<file path="src/inc/status_flags_pkg.sv">
/*
 * Constants for the primary status flag register block: offset, reset value,
 * bit positions, queue sizes and fuse refresh timing.
 * Assumes a 50 MHz device clock and a register port with an 8-bit address.
 */
package status_flags_pkg;

   // ==========================================================================
   // Register map
   localparam logic [7:0] STATUS_OFFSET = 8'h11;
   localparam logic [7:0] STATUS_RESET = 8'h80;

   // ==========================================================================
   // Bit positions inside the status byte
   localparam int BIT_BUSY = 7;
   localparam int BIT_DONE = 6;
   localparam int BIT_WERR = 5;
   localparam int BIT_READY = 4;
   localparam int BIT_LEVEL = 3;
   localparam int BIT_OVERRUN = 2;
   localparam int BIT_FULL = 1;
   localparam int BIT_PARITY = 0;

   // ==========================================================================
   // Queue geometry
   localparam int QUEUE_DEPTH = 320;
   localparam int QUEUE_DEPTH_THREE_CH = 318;
   localparam int COUNT_W = 9;

   // ==========================================================================
   // Fuse refresh timing
   localparam int CLOCK_HZ = 50000000;
   localparam int REFRESH_TIME_US = 2200;
   localparam int REFRESH_CYCLES = (CLOCK_HZ / 1000000) * REFRESH_TIME_US;

   // ==========================================================================
   // Queue modes and refresh states
   typedef enum logic [1:0] {
      QMODE_BYPASS = 2'h0,
      QMODE_NORMAL = 2'h1,
      QMODE_STREAM = 2'h2,
      QMODE_TRIGGER = 2'h3
   } queue_mode_t;

   typedef enum logic [1:0] {
      REFRESH_RUN = 2'h0,
      REFRESH_IDLE = 2'h1
   } refresh_state_t;

endpackage : status_flags_pkg

</file>
<file path="src/design/status_flag_cell.sv">
/*
 * One clear-on-read sticky flag.
 * Assumes set and clear are single-cycle pulses from logic on the same clock.
 */
`timescale 1ns/1ps
`default_nettype none

module status_flag_cell (
   input wire logic i_clock, // Device clock.
   input wire logic i_rst, // Synchronous reset, active high.
   input wire logic i_set, // Event that sets the flag.
   input wire logic i_clear, // Clearing request.
   output logic o_flag // Sticky flag value.
);

   logic next_flag;

   // The set term wins over a coincident clear so no event is lost.
   always_comb begin
      next_flag = i_set | (o_flag & ~i_clear);
   end

   // Flag register.
   always_ff @(posedge i_clock) begin
      if (i_rst) begin
         o_flag <= 1'b0;
      end else begin
         o_flag <= next_flag;
      end
   end

endmodule // status_flag_cell

`default_nettype wire

</file>
<file path="src/design/status_flags_clear_on_read.sv">
/*
 * Primary status flag register: fuse refresh busy and done, write error,
 * queue flags and latched parity fault, with clear on read.
 * Assumes register strobes and queue events come from logic on i_clock;
 * chip select arrives from a pin and is synchronised here.
 */
`timescale 1ns/1ps
`default_nettype none

module status_flags_clear_on_read
   import status_flags_pkg::*;
#(
   parameter int REFRESH_COUNT = REFRESH_CYCLES, // Refresh length in clocks.
   parameter int COUNT_WIDTH = COUNT_W // Width of the queue sample count.
) (
   input wire logic i_clock, // Device clock, 50 MHz.
   input wire logic i_rst, // Power-on or soft reset, synchronous, active high.
   input wire logic i_reg_read, // Register read strobe, one cycle.
   input wire logic i_reg_write, // Register write strobe, one cycle.
   input wire logic [7:0] i_reg_addr, // Register address.
   input wire logic i_cs_n, // Serial chip select pin, active low.
   input wire logic i_queue_read_spi, // Queue data read over the serial port.
   input wire logic i_sample_write, // Sample written into the queue, pulse.
   input wire logic i_sample_overwrite, // Write overwrote old data, pulse.
   input wire logic [COUNT_WIDTH-1:0] i_sample_count, // Samples held after update.
   input wire logic [COUNT_WIDTH-1:0] i_level_threshold, // Programmed threshold.
   input wire logic [1:0] i_queue_mode, // Queue mode, see queue_mode_t.
   input wire logic i_three_channels, // Exactly three channels enabled.
   input wire logic i_parity_event, // Parity error event level.
   input wire logic i_parity_live, // Live parity error status.
   input wire logic i_latch_source_select, // 1: edge of event, 0: live status.
   output logic [7:0] o_read_data, // Status byte, registered.
   output logic o_read_valid, // Read data valid, one cycle.
   output logic o_interrupt_pin_zero, // Busy view on interrupt pin zero.
   output logic o_write_alarm, // Pulse on a write during refresh.
   output logic o_level_event, // Level-reached flag for interrupt routing.
   output logic o_realign_read_ptr, // Move read pointer to first axis.
   output logic o_first_axis_next // Next queue read must be a first-axis word.
);

   // =========================================================================
   // Refresh sequencing
   refresh_state_t state, next_state;
   logic [31:0] refresh_cnt, next_refresh_cnt;
   logic refresh_end;

   // Counts the refresh after every reset, then rests in idle.
   always_comb begin
      next_state = state;
      next_refresh_cnt = refresh_cnt;
      refresh_end = 1'b0;
      unique case (state)
         REFRESH_RUN: begin
            if (refresh_cnt >= 32'(REFRESH_COUNT - 1)) begin
               next_state = REFRESH_IDLE;
               refresh_end = 1'b1;
            end else begin
               next_refresh_cnt = refresh_cnt + 32'h1;
            end
         end
         REFRESH_IDLE: begin
            next_state = REFRESH_IDLE;
         end
         default: begin
            next_state = REFRESH_RUN; // An illegal code returns to refresh run and keeps the count.
         end
      endcase
   end

   // Refresh state registers.
   always_ff @(posedge i_clock) begin
      if (i_rst) begin
         state <= REFRESH_RUN;
         refresh_cnt <= 32'h0;
      end else begin
         state <= next_state;
         refresh_cnt <= next_refresh_cnt;
      end
   end

   logic busy;
   assign busy = (state == REFRESH_RUN);

   // =========================================================================
   // Chip select synchroniser and clearing of the level flag
   logic cs_meta, cs_sync, cs_sync_d;
   logic next_cs_meta, next_cs_sync, next_cs_sync_d;
   logic level_clear_pending, next_level_clear_pending;
   logic status_read, cs_rise;

   assign status_read = i_reg_read & (i_reg_addr == STATUS_OFFSET);
   assign cs_rise = cs_sync & ~cs_sync_d;

   // Chip select is a pin, so it passes two flops before any use.
   always_comb begin
      next_cs_meta = i_cs_n;
      next_cs_sync = cs_meta;
      next_cs_sync_d = cs_sync;
      // A status read during a serial queue read or while chip select is low waits for chip select release.
      if (status_read & (i_queue_read_spi | ~cs_sync)) begin
         next_level_clear_pending = 1'b1;
      end else if (cs_rise) begin
         next_level_clear_pending = 1'b0;
      end else begin
         next_level_clear_pending = level_clear_pending;
      end
   end

   // Synchroniser and pending-clear registers.
   always_ff @(posedge i_clock) begin
      if (i_rst) begin
         cs_meta <= 1'b1;
         cs_sync <= 1'b1;
         cs_sync_d <= 1'b1;
         level_clear_pending <= 1'b0;
      end else begin
         cs_meta <= next_cs_meta;
         cs_sync <= next_cs_sync;
         cs_sync_d <= next_cs_sync_d;
         level_clear_pending <= next_level_clear_pending;
      end
   end

   // =========================================================================
   // Event detection
   logic parity_event_d, next_parity_event_d;
   logic level_set, overrun_set, parity_set, werr_set, level_clear;
   logic full_now;

   // Full depth depends on whether three channels are enabled.
   function automatic logic is_full(input logic [COUNT_WIDTH-1:0] cnt,
                                    input logic three);
      if (three) begin
         is_full = (cnt >= COUNT_WIDTH'(QUEUE_DEPTH_THREE_CH));
      end else begin
         is_full = (cnt >= COUNT_WIDTH'(QUEUE_DEPTH));
      end
   endfunction

   // Derives set terms for write error, level, overrun and parity, the level clear term and full_now.
   always_comb begin
      next_parity_event_d = i_parity_event;
      werr_set = i_reg_write & busy;
      level_set = i_sample_write & (i_sample_count > i_level_threshold);
      overrun_set = i_sample_overwrite &
                    ((i_queue_mode == QMODE_STREAM) | (i_queue_mode == QMODE_TRIGGER));
      if (i_latch_source_select) begin
         parity_set = i_parity_event & ~parity_event_d;
      end else begin
         parity_set = i_parity_live;
      end
      // Level flag clears at once unless a serial queue read or a low chip select holds it.
      level_clear = (status_read & ~(i_queue_read_spi | ~cs_sync))
                    | (level_clear_pending & cs_rise);
      full_now = is_full(i_sample_count, i_three_channels);
   end

   // Parity edge detector register.
   always_ff @(posedge i_clock) begin
      if (i_rst) begin
         parity_event_d <= 1'b0;
      end else begin
         parity_event_d <= next_parity_event_d;
      end
   end

   // =========================================================================
   // Sticky flags
   logic done_flag, werr_flag, level_flag, overrun_flag, full_flag, parity_flag;

   status_flag_cell u_done (
      .i_clock(i_clock),
      .i_rst(i_rst),
      .i_set(refresh_end),
      .i_clear(status_read),
      .o_flag(done_flag)
   );

   status_flag_cell u_werr (
      .i_clock(i_clock),
      .i_rst(i_rst),
      .i_set(werr_set),
      .i_clear(status_read),
      .o_flag(werr_flag)
   );

   status_flag_cell u_level (
      .i_clock(i_clock),
      .i_rst(i_rst),
      .i_set(level_set),
      .i_clear(level_clear),
      .o_flag(level_flag)
   );

   status_flag_cell u_overrun (
      .i_clock(i_clock),
      .i_rst(i_rst),
      .i_set(overrun_set),
      .i_clear(status_read),
      .o_flag(overrun_flag)
   );

   status_flag_cell u_full (
      .i_clock(i_clock),
      .i_rst(i_rst),
      .i_set(i_sample_write & full_now),
      .i_clear(status_read & ~full_now),
      .o_flag(full_flag)
   );

   status_flag_cell u_parity (
      .i_clock(i_clock),
      .i_rst(i_rst),
      .i_set(parity_set),
      .i_clear(status_read),
      .o_flag(parity_flag)
   );

   // =========================================================================
   // Read port and output registers
   logic [7:0] status_byte, next_read_data;
   logic next_read_valid, next_first_axis;

   // Assembles the live status byte and the registered outputs.
   always_comb begin
      status_byte = 8'h00;
      status_byte[BIT_BUSY] = busy;
      status_byte[BIT_DONE] = done_flag;
      status_byte[BIT_WERR] = werr_flag;
      status_byte[BIT_READY] = (i_sample_count != '0);
      status_byte[BIT_LEVEL] = level_flag;
      status_byte[BIT_OVERRUN] = overrun_flag;
      status_byte[BIT_FULL] = full_flag;
      status_byte[BIT_PARITY] = parity_flag;
      next_read_data = status_read ? status_byte : o_read_data;
      next_read_valid = status_read;
      // Held until the next queue read, which must start a sample set.
      if (overrun_set) begin
         next_first_axis = 1'b1;
      end else if (i_queue_read_spi) begin
         next_first_axis = 1'b0;
      end else begin
         next_first_axis = o_first_axis_next;
      end
   end

   // Output registers.
   always_ff @(posedge i_clock) begin
      if (i_rst) begin
         o_read_data <= STATUS_RESET;
         o_read_valid <= 1'b0;
         o_interrupt_pin_zero <= 1'b1;
         o_write_alarm <= 1'b0;
         o_level_event <= 1'b0;
         o_realign_read_ptr <= 1'b0;
         o_first_axis_next <= 1'b0;
      end else begin
         o_read_data <= next_read_data;
         o_read_valid <= next_read_valid;
         o_interrupt_pin_zero <= (next_state == REFRESH_RUN);
         o_write_alarm <= werr_set;
         o_level_event <= level_flag;
         o_realign_read_ptr <= overrun_set;
         o_first_axis_next <= next_first_axis;
      end
   end

endmodule // status_flags_clear_on_read

`default_nettype wire

</file>
<file path="config.mk">
export PLATFORM = sky130hd
export DESIGN_NAME = status_flags_clear_on_read
export DESIGN_NICKNAME = d
export VERILOG_FILES = /design/src/inc/status_flags_pkg.sv /design/src/design/status_flag_cell.sv /design/src/design/status_flags_clear_on_read.sv
export SDC_FILE = /design/constraint.sdc
export NUM_CORES = 1
export LEC_CHECK = 0
export BUFFER_PORTS_ARGS = -buffer_cell sky130_fd_sc_hd__buf_4
export CORE_UTILIZATION = 45
export DETAILED_ROUTE_END_ITERATION = 12
export PLACE_DENSITY = 0.71
export SLEW_MARGIN = 20
export SYNTH_ARGS = -nofsm -noshare
export SYNTH_HDL_FRONTEND = slang
export SYNTH_SLANG_ARGS = --single-unit
</file>
<file path="constraint.sdc">
create_clock -name i_clock -period 2 [get_ports i_clock]
set_input_delay 0.4 -clock i_clock [delete_from_list [all_inputs] [get_ports i_clock]]
set_output_delay 0.4 -clock i_clock [all_outputs]
set_load 0.02 [all_outputs]
</file>
Word-level counts from Yosys, hierarchy flattened

Cells that the tools add are included.

Bits in read-only memories: 0
Memory bits (writable): 0
Output and inout bits: 14
Memories kept: 0
Register bits: 59
Bits in latches: 0

Div/mod/pow operators: 0
Multiply operators: 0
Shifts and indexed selects: 0
$lt $le $gt $ge: 4
Add/sub/neg operators: 1
Bitwise operators: 35
Multiplexer cells: 10
Reductions and logical operators: 6
Equal/unequal tests: 4

Operators by type and width:

| operator                | number |
|---|---|
| $add A32 B1 Y32 const B | 1 |
| $ge A32 B17 Y1 const B  | 1 |
| $ge A9 B9 Y1 const B    | 2 |
| $and A1 B1 Y1           | 17 |
| $gt A9 B9 Y1            | 1 |
| $not A1 Y1              | 9 |
| $or A1 B1 Y1            | 9 |
| $reduce_bool A9 Y1      | 1 |
| $eq A8 B5 Y1 const B    | 1 |
| $mux W1                 | 8 |
| $eq A2 B2 Y1 const B    | 2 |
| $logic_not A2 Y1        | 2 |
| $pmux W2 S2             | 1 |
| $reduce_bool A2 Y1      | 2 |
| $eq A2 B1 Y1 const B    | 1 |
| $mux W2                 | 1 |
| $reduce_and A2 Y1       | 1 |

Depth between registers and ports, before layout

Gate-level depths: netlist of the first run.

Depth in word-level cells: 8
Mapped depth: 8
Gate-level depth less buffers: 7

Hierarchy

Synthesis of the first run repeated with hierarchy kept, for this count alone.

Cell total of the unflattened synthesis: 293
Area total of the unflattened synthesis: 2565.0 um^2

By module, submodules not included:

| module                     | times used | area an instance (um^2) | seq. area each (um^2) | cells an instance |
|---|---|---|---|---|
| status_flags_clear_on_read | 1          | 2332.2                  | 1061.0                | 269 |
| status_flag_cell           | 6          | 38.8                    | 20.0                  | 4 |

Worst setup path after synthesis of the first run

OpenSTA, ideal clock, no wires.

Path type: reg-to-reg
Start: reg refresh_cnt[0]
End: reg refresh_cnt[0]
Period minus slack after synthesis: 1.937 ns
Arrival time: 1.815 ns
Buffers on the path: 1
Setup slack: 0.063 ns
Data required time: 1.879 ns
Stages on the path, launching flop included: 8
Path through: dfxtp_1 > ha_1 > and3_2 > o21ai_2 > a2111oi_4 > buf_6 > nor3_2 > mux2_4

Longest elaborated chain between the ends: 3

Ends and longest elaborated chain:

| what                        | RTL line                         | text |
|---|---|---|
| from (decl)                 | status_flags_clear_on_read.sv:44 | `logic [31:0] refresh_cnt, next_refresh_cnt;` |
| from (signal assigned)      | status_flags_clear_on_read.sv:77 | `refresh_cnt <= next_refresh_cnt;` |
| $ge A32 B17 Y1              | status_flags_clear_on_read.sv:54 | `if (refresh_cnt >= 32'(REFRESH_COUNT - 1)) begin` |
| $not A1 Y1 (no line)        | --                               |  |
| $reduce_and A2 Y1 (no line) | --                               |  |

Several ways; a longest one is shown, not always the timed one.
A chain may end at the register's enable or synchronous reset.

Worst setup path after layout of the first run

Start: reg refresh_cnt[5]
End: reg refresh_cnt[14]

The elaborated chain is that of the path after synthesis.

==> impl_results.html, run 1 <==
<table>
<tr><th>Metric</th><th>Value</th></tr>
<tr><th colspan="2">Outcome</th></tr>
<tr><td>Status</td><td>finished, final reports clean</td></tr>
<tr><th colspan="2">Route</th></tr>
<tr><td>Remaining antenna violation count</td><td>0</td></tr>
<tr><td>Wire per inst</td><td>13.4 um</td></tr>
<tr><td>Wirelength, routed</td><td>5700 um</td></tr>
<tr><td>Detailed router's first-iteration violation count</td><td>169</td></tr>
<tr><td>Detailed-router iteration count before antenna repair</td><td>4</td></tr>
<tr><td>Overall via count from detail_route</td><td>2272</td></tr>
<tr><td># DRC</td><td>0</td></tr>
<tr><td>Via/cell ratio</td><td>5.35</td></tr>
<tr><th colspan="2">Final layout</th></tr>
<tr><td>Final core utilization</td><td>62.9%</td></tr>
<tr><td>Most common library cell in the layout ignoring fill and taps</td><td>buf_4</td></tr>
<tr><td>Area added between synthesis and finish</td><td>33.4%</td></tr>
<tr><td>Commonest non-fill, non-tap cells in the layout</td><td>63 x buf_4, 57 x dfxtp_1, 22 x nor2_1, 21 x nor2b_1</td></tr>
<tr><td>Layout cells sized above 1</td><td>30.9%</td></tr>
<tr><td>Antenna fix cells</td><td>0</td></tr>
<tr><td>Number of flip-flops under the largest register name</td><td>32</td></tr>
<tr><td>Largest Register</td><td>refresh_cnt</td></tr>
<tr><td>Largest registers in the final layout</td><td>refresh_cnt: 32 flops, o_read_data: 8 flops, state: 2 flops</td></tr>
<tr><td>Total non-filler cell area in the finished layout</td><td>3510 um2</td></tr>
<tr><td>Number of nets at the end of the flow</td><td>398</td></tr>
<tr><th colspan="2">Setup path</th></tr>
<tr><td>CP Cell Sequence</td><td>and3_1 &gt; nand3_1 &gt; or4_1 &gt; o31a_1 &gt; o21a_1</td></tr>
<tr><td>Critical path peak fanout</td><td>6</td></tr>
<tr><td>Arrival time of data at the critical path endpoint</td><td>2.16 ns</td></tr>
<tr><td>Library cell contributing the largest single delay on the critical path</td><td>or4_1</td></tr>
<tr><td>Type of the worst setup path</td><td>reg -&gt; reg</td></tr>
<tr><td>Longest individual stage delay on the worst path</td><td>0.57 ns</td></tr>
<tr><td>Critical path required time</td><td>2.23 ns</td></tr>
<tr><td>Critical path startpoint category</td><td>flop</td></tr>
<tr><td>Critical path endpoint category</td><td>flop</td></tr>
<tr><th colspan="2">Clocking</th></tr>
<tr><td>Clk sink count</td><td>59</td></tr>
<tr><td>CTS root buffer</td><td>clkbuf_8</td></tr>
<tr><td>Insertion delay of the later-clocked pin in the worst-skew pair</td><td>0.33 ns</td></tr>
<tr><td>Buffers from clock root to sink, at most</td><td>2</td></tr>
<tr><td>Clock-pin slew of the registers on the worst-case setup and hold paths</td><td>0.07 ns</td></tr>
<tr><td>Total of hold buffers inserted after clock tree synthesis</td><td>0</td></tr>
<tr><td>Max H-tree Level</td><td>3</td></tr>
<tr><td>CTS tree</td><td>built</td></tr>
<tr><td>Num CTS Buffers</td><td>9</td></tr>
<tr><th colspan="2">Placement</th></tr>
<tr><td>Count of input and output buffers</td><td>52</td></tr>
<tr><td>Area of placed instances</td><td>3130 um2</td></tr>
<tr><td>DP HPWL</td><td>3760 um</td></tr>
<tr><td>Routability congestion estimate from global placement</td><td>0.841</td></tr>
<tr><th colspan="2">Timing</th></tr>
<tr><td>Max frequency</td><td>0.518 GHz</td></tr>
<tr><td>Count of final setup violators</td><td>0</td></tr>
<tr><td>Unrepaired setup endpoints after global routing</td><td>false</td></tr>
<tr><td>Worst-case clock skew</td><td>0.00643 ns</td></tr>
<tr><td>Final min period</td><td>1.93 ns</td></tr>
<tr><td>Share of the clock period used by the worst path</td><td>96.5%</td></tr>
<tr><td>Count of pins over their slew limit</td><td>0</td></tr>
<tr><td>Fin. Hold Viols</td><td>0</td></tr>
<tr><th colspan="2">Floorplanning</th></tr>
<tr><td>Die extent in x</td><td>78.4 um</td></tr>
<tr><td>Ports placed on the boundary</td><td>54</td></tr>
<tr><td>Vertical die dimension</td><td>78.4 um</td></tr>
<tr><td>Core area</td><td>5570 um2</td></tr>
<tr><td>Number of placement rows</td><td>27</td></tr>
<tr><td>Initial Util</td><td>47.1%</td></tr>
<tr><td>Die Outline Area</td><td>6150 um2</td></tr>
<tr><th colspan="2">Global route</th></tr>
<tr><td>Maximum number of pins on one net before global-route repair</td><td>42</td></tr>
<tr><td>Via count of the first global-routing pass</td><td>1983</td></tr>
<tr><td>Global-route wire length before repair</td><td>8870 um</td></tr>
<tr><td>Remaining global-route overflow</td><td>0</td></tr>
<tr><td>Global Route Usage Sum</td><td>18.7%</td></tr>
<tr><td>Initial antenna violation count</td><td>0</td></tr>
<tr><th colspan="2">Logic synthesis</th></tr>
<tr><td>Synthesized net count</td><td>331</td></tr>
<tr><td>Fraction of registers with async set/reset</td><td>0%</td></tr>
<tr><td>Portion of netlist area occupied by mux cells</td><td>5.38%</td></tr>
<tr><td>Number of library cell types mapped by synthesis</td><td>50</td></tr>
<tr><td>Fraction of the mapped netlist area in compound gates</td><td>14.0%</td></tr>
<tr><td>Cell count after synthesis</td><td>281</td></tr>
<tr><td>Parity-gate share of the synthesized area counting xor and xnor cells</td><td>0%</td></tr>
<tr><td>Area share of and/or/nand/nor cells after synthesis</td><td>25.5%</td></tr>
<tr><td>Part of the Yosys area used for sequential elements</td><td>45.0%</td></tr>
<tr><td>Fraction of the mapped netlist area in adder cells</td><td>4.76%</td></tr>
<tr><td>Dominant combinational cell family by area after synthesis</td><td>simple AND/OR/NAND/NOR gates</td></tr>
<tr><td>Register bit count reported by yosys</td><td>59</td></tr>
<tr><td>Cell Area, Synth</td><td>2630 um2</td></tr>
<tr><td>Prevailing post-synth register cell</td><td>dfxtp_1</td></tr>
<tr><td>Post-Synthesis Mean Instance Area</td><td>9.35 um2</td></tr>
<tr><td>Number of warnings reported in the yosys synthesis log</td><td>0</td></tr>
<tr><td>Number of enable-type register cells in the synthesized netlist</td><td>0</td></tr>
<tr><th colspan="2">Run</th></tr>
<tr><td>Number of maximum-capacitance violations</td><td>0</td></tr>
<tr><th colspan="2">Pwr</th></tr>
<tr><td>Overall power consumption</td><td>2.62 mW</td></tr>
<tr><td>Pwr/cell area</td><td>747 nW/um2</td></tr>
<tr><td>Leak</td><td>1.52 nW</td></tr>
<tr><td>Worst-case vdd ir drop</td><td>0.000471 V</td></tr>
<tr><th colspan="2">Min path</th></tr>
<tr><td>Path category of the worst min-delay check</td><td>in -&gt; reg</td></tr>
</table>
[metal layers]
| layer | track usage (%) | wire length (um) | up-vias |
|---|---|---|---|
| met4 | 7.22 | 73 | 0 |
| met3 | 5.23 | 258 | 6 |
| met2 | 29.6 | 2770 | 56 |
| li1 | - | - | 1146 |
| met5 | 0 | 0 | - |
| met1 | 23.9 | 2600 | 1064 |
[timing repair]
action / in CTS / in global routing
endpoints found under the setup margin: 1 / 14
cloned: 0 / 2
pin swaps: 0 / 4
setup buffers: 0 / 5
resized for setup: 1 / 15
[cell usage after synthesis (2+ instances only)]
cell type | count | area share (%)
nand3b_1 | 2 | 0.57
nor2_1 | 22 | 3.1
o21ai_0 | 5 | 0.95
inv_1 | 16 | 2.3
nand3_1 | 6 | 1.1
dfxtp_1 | 59 | 45
nor2b_1 | 21 | 5.0
o31ai_1 | 8 | 2.3
mux2i_1 | 7 | 2.7
nor4_1 | 8 | 1.9
mux2_4 | 4 | 2.3
ha_1 | 10 | 4.8
buf_6 | 2 | 0.86
nand4_1 | 9 | 2.1
a211oi_1 | 2 | 0.57
o21a_1 | 3 | 0.86
o31a_1 | 2 | 0.67
and3_1 | 4 | 0.95
o211ai_1 | 2 | 0.57
nor3_1 | 4 | 0.76
or4_1 | 10 | 2.9
nor3_2 | 3 | 1.1
nand2b_1 | 2 | 0.48
a21o_1 | 5 | 1.4
buf_1 | 2 | 0.29
a21oi_1 | 15 | 2.9
nand2_1 | 16 | 2.3
or2_2 | 4 | 0.95
clkbuf_1 | 6 | 0.86
buf_2 | 2 | 0.38
[stage by stage]
| step | hold slack (ns) | cells | setup slack, ns | setup TNS, ns |
|---|---|---|---|---|
| 2_1_floorplan | 0.389 | 281 | 0.0633 | 0 |
| 3_3_place_gp | 0.394 | 402 | 0.0334 | 0 |
| 3_5_place_dp | 0.398 | 402 | -0.0150 | -0.0150 |
| 4_1_cts | 0.252 | 418 | 0.00112 | 0 |
| 5_1_grt | 0.241 | 425 | 0.00472 | 0 |
| 6_report | 0.256 | 425 | 0.0692 | 0 |
[power by group]
group,internal [mW],switching [mW],leakage (nW)
clock network,0.768,0.456,0.113
logic,0.102,0.0843,0.930
registers,1.20,0.0128,0.479
total,2.07,0.553,1.52
[area by class of cell]
type | count | area [um2]
clock inverter | 4 | 72.6
sequential | 59 | 1180
timing repair buffer | 69 | 566
fill | 475 | 2070
clock buffer | 12 | 155
inverter | 16 | 60.1
multi-input combinational | 193 | 1380
tap | 72 | 90.1
[worst max-delay path: cells and delay by family, from the launching register on]
family,cells,cell delay (ns)
simple gates,3,0.93
flops,1,0.46
compound gates,2,0.42
[logic make-up after synthesis]
family,after synthesis
DFF,59
and+or+nand+nor,118
buffers and inverters,29
other,1
AOI/OAI and AO/OA,52
adders and majority gates,10
muxes,12
[path summary, 6_finish.rpt]
| check | slack, ns | start | depth (start not counted) | end |
|---|---|---|---|---|
| setup / recovery | 0.07 | refresh_cnt[5] | 5 | refresh_cnt[14] |
| hold / removal | 0.26 | i_cs_n | 2 | cs_meta |
| hold reg to reg | 0.41 | cs_meta | 1 | cs_sync |
| setup reg to reg | 0.07 | refresh_cnt[5] | 5 | refresh_cnt[14] |
(Power assumes the default switching activity.)
==> run 2: changes to the inputs <==
Settings changed: BUFFER_PORTS_ARGS -buffer_cell sky130_fd_sc_hd__buf_4 to -buffer_cell sky130_fd_sc_hd__clkbuf_2.
==> run 2 against run 1 <==
Sequential cell count did not move. Total power fell by 0.94%. Final cell count shrank 1.4%. Register-to-register slack improved by 0.04 ns.
==> impl_results.html, run 2 (synthesis results as in run 1) <==
<table>
<tr><th>Metric</th><th>Value</th></tr>
<tr><th colspan="2">Route</th></tr>
<tr><td>Overall via count from detail_route</td><td>2182</td></tr>
<tr><td>Detailed router's first-iteration violation count</td><td>154</td></tr>
<tr><td>Wire per inst</td><td>12.5 um</td></tr>
<tr><td>Wirelength, routed</td><td>5250 um</td></tr>
<tr><td>Detailed-router iteration count before antenna repair</td><td>4</td></tr>
<tr><td>Remaining antenna violation count</td><td>0</td></tr>
<tr><td>Via/cell ratio</td><td>5.21</td></tr>
<tr><td># DRC</td><td>0</td></tr>
<tr><th colspan="2">Floorplanning</th></tr>
<tr><td>Initial Util</td><td>47.1%</td></tr>
<tr><td>Ports placed on the boundary</td><td>54</td></tr>
<tr><td>Vertical die dimension</td><td>78.4 um</td></tr>
<tr><td>Number of placement rows</td><td>27</td></tr>
<tr><td>Core area</td><td>5570 um2</td></tr>
<tr><td>Die Outline Area</td><td>6150 um2</td></tr>
<tr><td>Die extent in x</td><td>78.4 um</td></tr>
<tr><th colspan="2">Clocking</th></tr>
<tr><td>Buffers from clock root to sink, at most</td><td>2</td></tr>
<tr><td>CTS tree</td><td>built</td></tr>
<tr><td>Clock-pin slew of the registers on the worst-case setup and hold paths</td><td>0.06 ns</td></tr>
<tr><td>Clk sink count</td><td>59</td></tr>
<tr><td>Max H-tree Level</td><td>3</td></tr>
<tr><td>Num CTS Buffers</td><td>9</td></tr>
<tr><td>Insertion delay of the later-clocked pin in the worst-skew pair</td><td>0.33 ns</td></tr>
<tr><td>CTS root buffer</td><td>clkbuf_8</td></tr>
<tr><th colspan="2">Placement</th></tr>
<tr><td>Instance count after placement with tap cells included</td><td>402</td></tr>
<tr><td>Area of placed instances</td><td>3000 um2</td></tr>
<tr><td>DP HPWL</td><td>3690 um</td></tr>
<tr><td>Pre-CTS WS</td><td>0.0187 ns</td></tr>
<tr><td>Count of input and output buffers</td><td>52</td></tr>
<tr><td>Routability congestion estimate from global placement</td><td>0.821</td></tr>
<tr><th colspan="2">Setup path</th></tr>
<tr><td>WP buf/inv</td><td>0</td></tr>
<tr><td>Type of the worst setup path</td><td>reg -&gt; reg</td></tr>
<tr><td>Startpoint of the lowest-slack register-to-register path</td><td>refresh_cnt[4]</td></tr>
<tr><td>Cells on worst reg2reg path</td><td>5</td></tr>
<tr><td>Critical path endpoint category</td><td>flop</td></tr>
<tr><td>Slack of the worst reg-to-reg path</td><td>0.11 ns</td></tr>
<tr><td>Critical path required time</td><td>2.23 ns</td></tr>
<tr><td>Longest individual stage delay on the worst path</td><td>0.57 ns</td></tr>
<tr><td>Reg-to-reg endpoint</td><td>refresh_cnt[14]</td></tr>
<tr><td>Cell family with most CP delay</td><td>simple AND/OR/NAND/NOR gates</td></tr>
<tr><td>Critical path peak fanout</td><td>7</td></tr>
<tr><td>Critical path startpoint category</td><td>flop</td></tr>
<tr><td>CP Cell Sequence</td><td>and3_1 &gt; nand3_1 &gt; or4_1 &gt; o31a_1 &gt; o21a_1</td></tr>
<tr><td>Arrival time of data at the critical path endpoint</td><td>2.12 ns</td></tr>
<tr><td>Library cell contributing the largest single delay on the critical path</td><td>or4_1</td></tr>
<tr><th colspan="2">Final layout</th></tr>
<tr><td>Largest Register</td><td>refresh_cnt</td></tr>
<tr><td>Commonest non-fill, non-tap cells in the layout</td><td>57 x dfxtp_1, 52 x clkbuf_2, 22 x nor2_1, 21 x nor2b_1</td></tr>
<tr><td>Final core utilization</td><td>58.6%</td></tr>
<tr><td>Multi-input gate area</td><td>1330 um2</td></tr>
<tr><td>Largest registers in the final layout</td><td>refresh_cnt: 32 flops, o_read_data: 8 flops, state: 2 flops</td></tr>
<tr><td>Sequential cell area in the final layout</td><td>1180 um2</td></tr>
<tr><td>Layout cells sized above 1</td><td>28.8%</td></tr>
<tr><td>Most common library cell in the layout ignoring fill and taps</td><td>dfxtp_1</td></tr>
<tr><td>Filler cell count</td><td>499</td></tr>
<tr><td>Total non-filler cell area in the finished layout</td><td>3270 um2</td></tr>
<tr><td>Number of flip-flops under the largest register name</td><td>32</td></tr>
<tr><td>Area added between synthesis and finish</td><td>24.3%</td></tr>
<tr><td>Number of cells in the finished layout apart from fillers</td><td>419</td></tr>
<tr><td>Number of nets at the end of the flow</td><td>392</td></tr>
<tr><td>Antenna fix cells</td><td>0</td></tr>
<tr><th colspan="2">Global route</th></tr>
<tr><td>Met2 Usage GRT</td><td>28.6%</td></tr>
<tr><td>Via count of the first global-routing pass</td><td>2011</td></tr>
<tr><td>Routing layer with the top usage in global route</td><td>met2</td></tr>
<tr><td>Met1 Track Usage GR</td><td>23.1%</td></tr>
<tr><td>Maximum number of pins on one net before global-route repair</td><td>29</td></tr>
<tr><td>Global-route wire length before repair</td><td>8850 um</td></tr>
<tr><td>Global Route Usage Sum</td><td>18.2%</td></tr>
<tr><td>Initial antenna violation count</td><td>0</td></tr>
<tr><td>Remaining global-route overflow</td><td>0</td></tr>
<tr><td>Fraction of met3 tracks used by global routing</td><td>4.19%</td></tr>
<tr><th colspan="2">Pwr</th></tr>
<tr><td>Overall power consumption</td><td>2.60 mW</td></tr>
<tr><td>Leak</td><td>1.45 nW</td></tr>
<tr><td>Worst-case vdd ir drop</td><td>0.000342 V</td></tr>
<tr><td>Pwr/cell area</td><td>794 nW/um2</td></tr>
<tr><th colspan="2">Timing</th></tr>
<tr><td>Share of the clock period used by the worst path</td><td>94.7%</td></tr>
<tr><td>Max frequency</td><td>0.528 GHz</td></tr>
<tr><td>Count of pins over their slew limit</td><td>0</td></tr>
<tr><td>Worst-case clock skew</td><td>0.00527 ns</td></tr>
<tr><td>Fin. Hold Viols</td><td>0</td></tr>
<tr><td>Worst hold slack across all endpoints</td><td>0.248 ns</td></tr>
<tr><td>Final total negative setup slack</td><td>0 ns</td></tr>
<tr><td>Final min period</td><td>1.89 ns</td></tr>
<tr><td>Count of final setup violators</td><td>0</td></tr>
<tr><td>Final worst slack</td><td>0.107 ns</td></tr>
<tr><th colspan="2">Min path</th></tr>
<tr><td>Hold Crit Endpoint</td><td>cs_meta</td></tr>
<tr><td>Hold Startpoint</td><td>i_cs_n</td></tr>
<tr><td>Path category of the worst min-delay check</td><td>in -&gt; reg</td></tr>
<tr><td>Depth of the worst hold-timing path</td><td>2</td></tr>
<tr><th colspan="2">Outcome</th></tr>
<tr><td>Status</td><td>finished, final reports clean</td></tr>
<tr><th colspan="2">Run</th></tr>
<tr><td>Number of maximum-capacitance violations</td><td>0</td></tr>
</table>
## run 2: timing repair
action | in CTS | in global routing
hold buffers | 0 | 0
setup endpoints to repair | 0 | 14
hold endpoints to repair | 0 | 0
resized for setup | 0 | 8
setup buffers | 0 | 1
## run 2: worst max path at each step
stage                   start              end  depth (start not counted)
2_1_floorplan  refresh_cnt[0]   refresh_cnt[0]                          7
5_1_grt        refresh_cnt[4]  refresh_cnt[15]                          5
3_5_place_dp   refresh_cnt[0]   refresh_cnt[6]                          7
4_1_cts        refresh_cnt[0]   refresh_cnt[6]                          7
3_3_place_gp   refresh_cnt[0]   refresh_cnt[6]                          7
6_report       refresh_cnt[4]  refresh_cnt[14]                          5
## run 2: final cells by class
type                            instances  share of cell area [%]
Multi-Input combinational cell        193                    40.7
Sequential cell                        59                    36.2
Timing Repair Buffer                   63                    11.5
Clock buffer                           12                    4.75
Tap cell                               72                    2.76
Clock inverter                          4                    2.22
Inverter                               16                    1.84
## run 2: where the power goes
group,total [mW],internal (mW),switching [mW]
clock,1.23,0.768,0.458
combinational,0.160,0.0785,0.0819
sequential,1.21,1.20,0.0112
## run 2: routing by layer
layer	vias up	routed length (um)
met2	35	2400
met1	1015	2590
li1	1123	-
met3	9	162
met4	0	101
met5	-	0
==> run 3: changes to the inputs <==
Settings changed: SETUP_SLACK_MARGIN set to 0.15.
==> run 3 against run 2 <==
Sequential cell count unchanged. Register-to-register slack better by 0.02 ns. Clock power down 8%. Core utilization up 4.1 points. Critical path depth up 2. Sequential power about the same. Clock skew up 0.0024 ns. Die area unchanged. Final cell count up 1.7%. First-iteration DRC count up 14%. Clock-buffer cell count up 1. Total power down 3.3%. Largest cell class unchanged.
==> impl_results.html, run 3 (synthesis results as in run 1) <==
<table>
<tr><th>Metric</th><th>Value</th></tr>
<tr><th colspan="2">Floorplanning</th></tr>
<tr><td>Number of placement rows</td><td>27</td></tr>
<tr><td>Ports placed on the boundary</td><td>54</td></tr>
<tr><td>Initial Util</td><td>47.1%</td></tr>
<tr><td>Die Outline Area</td><td>6150 um2</td></tr>
<tr><td>Die extent in x</td><td>78.4 um</td></tr>
<tr><td>Core area</td><td>5570 um2</td></tr>
<tr><td>Vertical die dimension</td><td>78.4 um</td></tr>
<tr><th colspan="2">Setup path</th></tr>
<tr><td>Cell family with most CP delay</td><td>compound AO/OA/AOI/OAI gates</td></tr>
<tr><td>Startpoint of the lowest-slack register-to-register path</td><td>refresh_cnt[1]</td></tr>
<tr><td>Critical path required time</td><td>2.22 ns</td></tr>
<tr><td>Slack of the worst reg-to-reg path</td><td>0.12 ns</td></tr>
<tr><td>Arrival time of data at the critical path endpoint</td><td>2.10 ns</td></tr>
<tr><td>Critical path peak fanout</td><td>12</td></tr>
<tr><td>WP buf/inv</td><td>1</td></tr>
<tr><td>Library cell contributing the largest single delay on the critical path</td><td>a2111oi_4</td></tr>
<tr><td>Type of the worst setup path</td><td>reg -&gt; reg</td></tr>
<tr><td>CP Cell Sequence</td><td>ha_4 &gt; and3_4 &gt; o21ai_4 &gt; a2111oi_4 &gt; buf_6 &gt; nor4_4 &gt; mux2_1</td></tr>
<tr><td>Reg-to-reg endpoint</td><td>refresh_cnt[6]</td></tr>
<tr><td>Cells on worst reg2reg path</td><td>7</td></tr>
<tr><td>Longest individual stage delay on the worst path</td><td>0.40 ns</td></tr>
<tr><td>Critical path endpoint category</td><td>flop</td></tr>
<tr><td>Critical path startpoint category</td><td>flop</td></tr>
<tr><th colspan="2">Timing</th></tr>
<tr><td>Worst hold slack across all endpoints</td><td>0.245 ns</td></tr>
<tr><td>Final min period</td><td>1.88 ns</td></tr>
<tr><td>Share of the clock period used by the worst path</td><td>93.8%</td></tr>
<tr><td>Final total negative setup slack</td><td>0 ns</td></tr>
<tr><td>Unrepaired setup endpoints after global routing</td><td>true</td></tr>
<tr><td>Worst-case clock skew</td><td>0.00772 ns</td></tr>
<tr><td>Fin. Hold Viols</td><td>0</td></tr>
<tr><td>Count of pins over their slew limit</td><td>0</td></tr>
<tr><td>Count of final setup violators</td><td>0</td></tr>
<tr><td>Max frequency</td><td>0.533 GHz</td></tr>
<tr><th colspan="2">Route</th></tr>
<tr><td>Wire per inst</td><td>13.3 um</td></tr>
<tr><td>Overall via count from detail_route</td><td>2318</td></tr>
<tr><td>Via/cell ratio</td><td>5.44</td></tr>
<tr><td>Detailed-router iteration count before antenna repair</td><td>4</td></tr>
<tr><td>Wirelength, routed</td><td>5660 um</td></tr>
<tr><td># DRC</td><td>0</td></tr>
<tr><td>Detailed router's first-iteration violation count</td><td>176</td></tr>
<tr><td>Remaining antenna violation count</td><td>0</td></tr>
<tr><th colspan="2">Final layout</th></tr>
<tr><td>Number of nets at the end of the flow</td><td>399</td></tr>
<tr><td>Area added between synthesis and finish</td><td>33.0%</td></tr>
<tr><td>Antenna fix cells</td><td>0</td></tr>
<tr><td>Largest registers in the final layout</td><td>refresh_cnt: 32 flops, o_read_data: 8 flops, state: 2 flops</td></tr>
<tr><td>Number of flip-flops under the largest register name</td><td>32</td></tr>
<tr><td>Largest Register</td><td>refresh_cnt</td></tr>
<tr><td>Total non-filler cell area in the finished layout</td><td>3500 um2</td></tr>
<tr><td>Final core utilization</td><td>62.7%</td></tr>
<tr><td>Layout cells sized above 1</td><td>36.7%</td></tr>
<tr><td>Commonest non-fill, non-tap cells in the layout</td><td>53 x dfxtp_1, 52 x clkbuf_2, 22 x nor2_1, 21 x nor2b_1</td></tr>
<tr><td>Most common library cell in the layout ignoring fill and taps</td><td>dfxtp_1</td></tr>
<tr><th colspan="2">Clocking</th></tr>
<tr><td>Clock-pin slew of the registers on the worst-case setup and hold paths</td><td>0.07 ns</td></tr>
<tr><td>Clk sink count</td><td>59</td></tr>
<tr><td>Max H-tree Level</td><td>3</td></tr>
<tr><td>CTS tree</td><td>built</td></tr>
<tr><td>Insertion delay of the later-clocked pin in the worst-skew pair</td><td>0.34 ns</td></tr>
<tr><td>Num CTS Buffers</td><td>9</td></tr>
<tr><td>Buffers from clock root to sink, at most</td><td>2</td></tr>
<tr><td>Total of hold buffers inserted after clock tree synthesis</td><td>0</td></tr>
<tr><td>CTS root buffer</td><td>clkbuf_8</td></tr>
<tr><th colspan="2">Pwr</th></tr>
<tr><td>Worst-case vdd ir drop</td><td>0.000454 V</td></tr>
<tr><td>Overall power consumption</td><td>2.51 mW</td></tr>
<tr><td>Pwr/cell area</td><td>718 nW/um2</td></tr>
<tr><td>Leak</td><td>1.52 nW</td></tr>
<tr><th colspan="2">Placement</th></tr>
<tr><td>Routability congestion estimate from global placement</td><td>0.862</td></tr>
<tr><td>DP HPWL</td><td>3620 um</td></tr>
<tr><td>Area of placed instances</td><td>3020 um2</td></tr>
<tr><td>Count of input and output buffers</td><td>52</td></tr>
<tr><th colspan="2">Run</th></tr>
<tr><td>Number of maximum-capacitance violations</td><td>0</td></tr>
<tr><th colspan="2">Outcome</th></tr>
<tr><td>Status</td><td>finished, final reports clean</td></tr>
<tr><th colspan="2">Global route</th></tr>
<tr><td>Initial antenna violation count</td><td>0</td></tr>
<tr><td>Remaining global-route overflow</td><td>0</td></tr>
<tr><td>Via count of the first global-routing pass</td><td>2071</td></tr>
<tr><td>Maximum number of pins on one net before global-route repair</td><td>18</td></tr>
<tr><td>Global-route wire length before repair</td><td>9090 um</td></tr>
<tr><td>Global Route Usage Sum</td><td>19.0%</td></tr>
<tr><th colspan="2">Min path</th></tr>
<tr><td>Hold Startpoint</td><td>i_cs_n</td></tr>
<tr><td>Depth of the worst hold-timing path</td><td>2</td></tr>
<tr><td>Hold Crit Endpoint</td><td>cs_meta</td></tr>
<tr><td>Path category of the worst min-delay check</td><td>in -&gt; reg</td></tr>
</table>
## run 3: changes by cell type in the layout (fill, tap and decap cells not counted), moves of 2 or more
| cell | previous run | this run |
|---|---|---|
| nor3_4 | 0 | 2 |
| nor4_2 | 4 | 2 |
| buf_4 | 7 | 11 |
| dfxtp_1 | 57 | 53 |
| nor4_1 | 5 | 3 |
| or4_4 | 0 | 7 |
| a21oi_1 | 15 | 8 |
| nor4_4 | 0 | 4 |
| a21oi_2 | 0 | 7 |
| or4_1 | 10 | 3 |
| dfxtp_2 | 2 | 5 |
## run 3: timing repair
item / CTS / global route
buffers inserted: 2 / 4
endpoints found under the setup margin: 12 / 18
gates resized for setup: 5 / 30
cloned: 1 / 2
hold endpoints to repair: 0 / 0
pin swaps: 3 / 16
## run 3: cell type report
cell class	count	area, um2
Clock buffer	13	169
Fill cell	469	2080
Sequential cell	59	1190
Inverter	16	60.1
Timing Repair Buffer	70	468
Tap cell	72	90.1
Clock inverter	3	45.0
Multi-Input combinational cell	193	1470
## run 3: worst max path at each step
| stage | depth (start not counted) | end | slack (ns) | from |
|---|---|---|---|---|
| 2_1_floorplan | 7 | refresh_cnt[0] | 0.15 | refresh_cnt[1] |
| 3_3_place_gp | 6 | refresh_cnt[10] | 0.13 | refresh_cnt[23] |
| 3_5_place_dp | 6 | refresh_cnt[2] | 0.10 | refresh_cnt[23] |
| 4_1_cts | 7 | refresh_cnt[0] | 0.13 | refresh_cnt[0] |
| 5_1_grt | 6 | refresh_cnt[14] | 0.05 | refresh_cnt[31] |
| 6_report | 7 | refresh_cnt[6] | 0.12 | refresh_cnt[1] |
## run 3: power breakdown
group / internal, mW / total, mW / switching (mW)
clock network: 0.677 / 1.13 / 0.457
logic: 0.0801 / 0.164 / 0.0842
registers: 1.20 / 1.21 / 0.0126
total: 1.95 / 2.51 / 0.554
## run 3: worst register-to-register path, stage by stage (launching register included)
cell and delay, ns:
dfxtp_2 0.36, ha_4 0.15, and3_4 0.21, o21ai_4 0.06
a2111oi_4 0.40, buf_6 0.22, nor4_4 0.06, mux2_1 0.30
## run 3: per-stage QoR
step,std cells,setup WS [ns]
after floorplan,281,0.149
after detailed placement,401,0.101
after global routing,426,0.0493
after CTS,420,0.132
final,426,0.124
after global placement,401,0.132
## run 3: layer usage
metal / up-vias / global-route usage (%) / share of wire [%]
met5: - / 0 / 0
met4: 0 / 7.22 / 1.8
met3: 11 / 6.63 / 5.2
met2: 61 / 30.4 / 48
met1: 1096 / 23.5 / 45
li1: 1150 / - / -
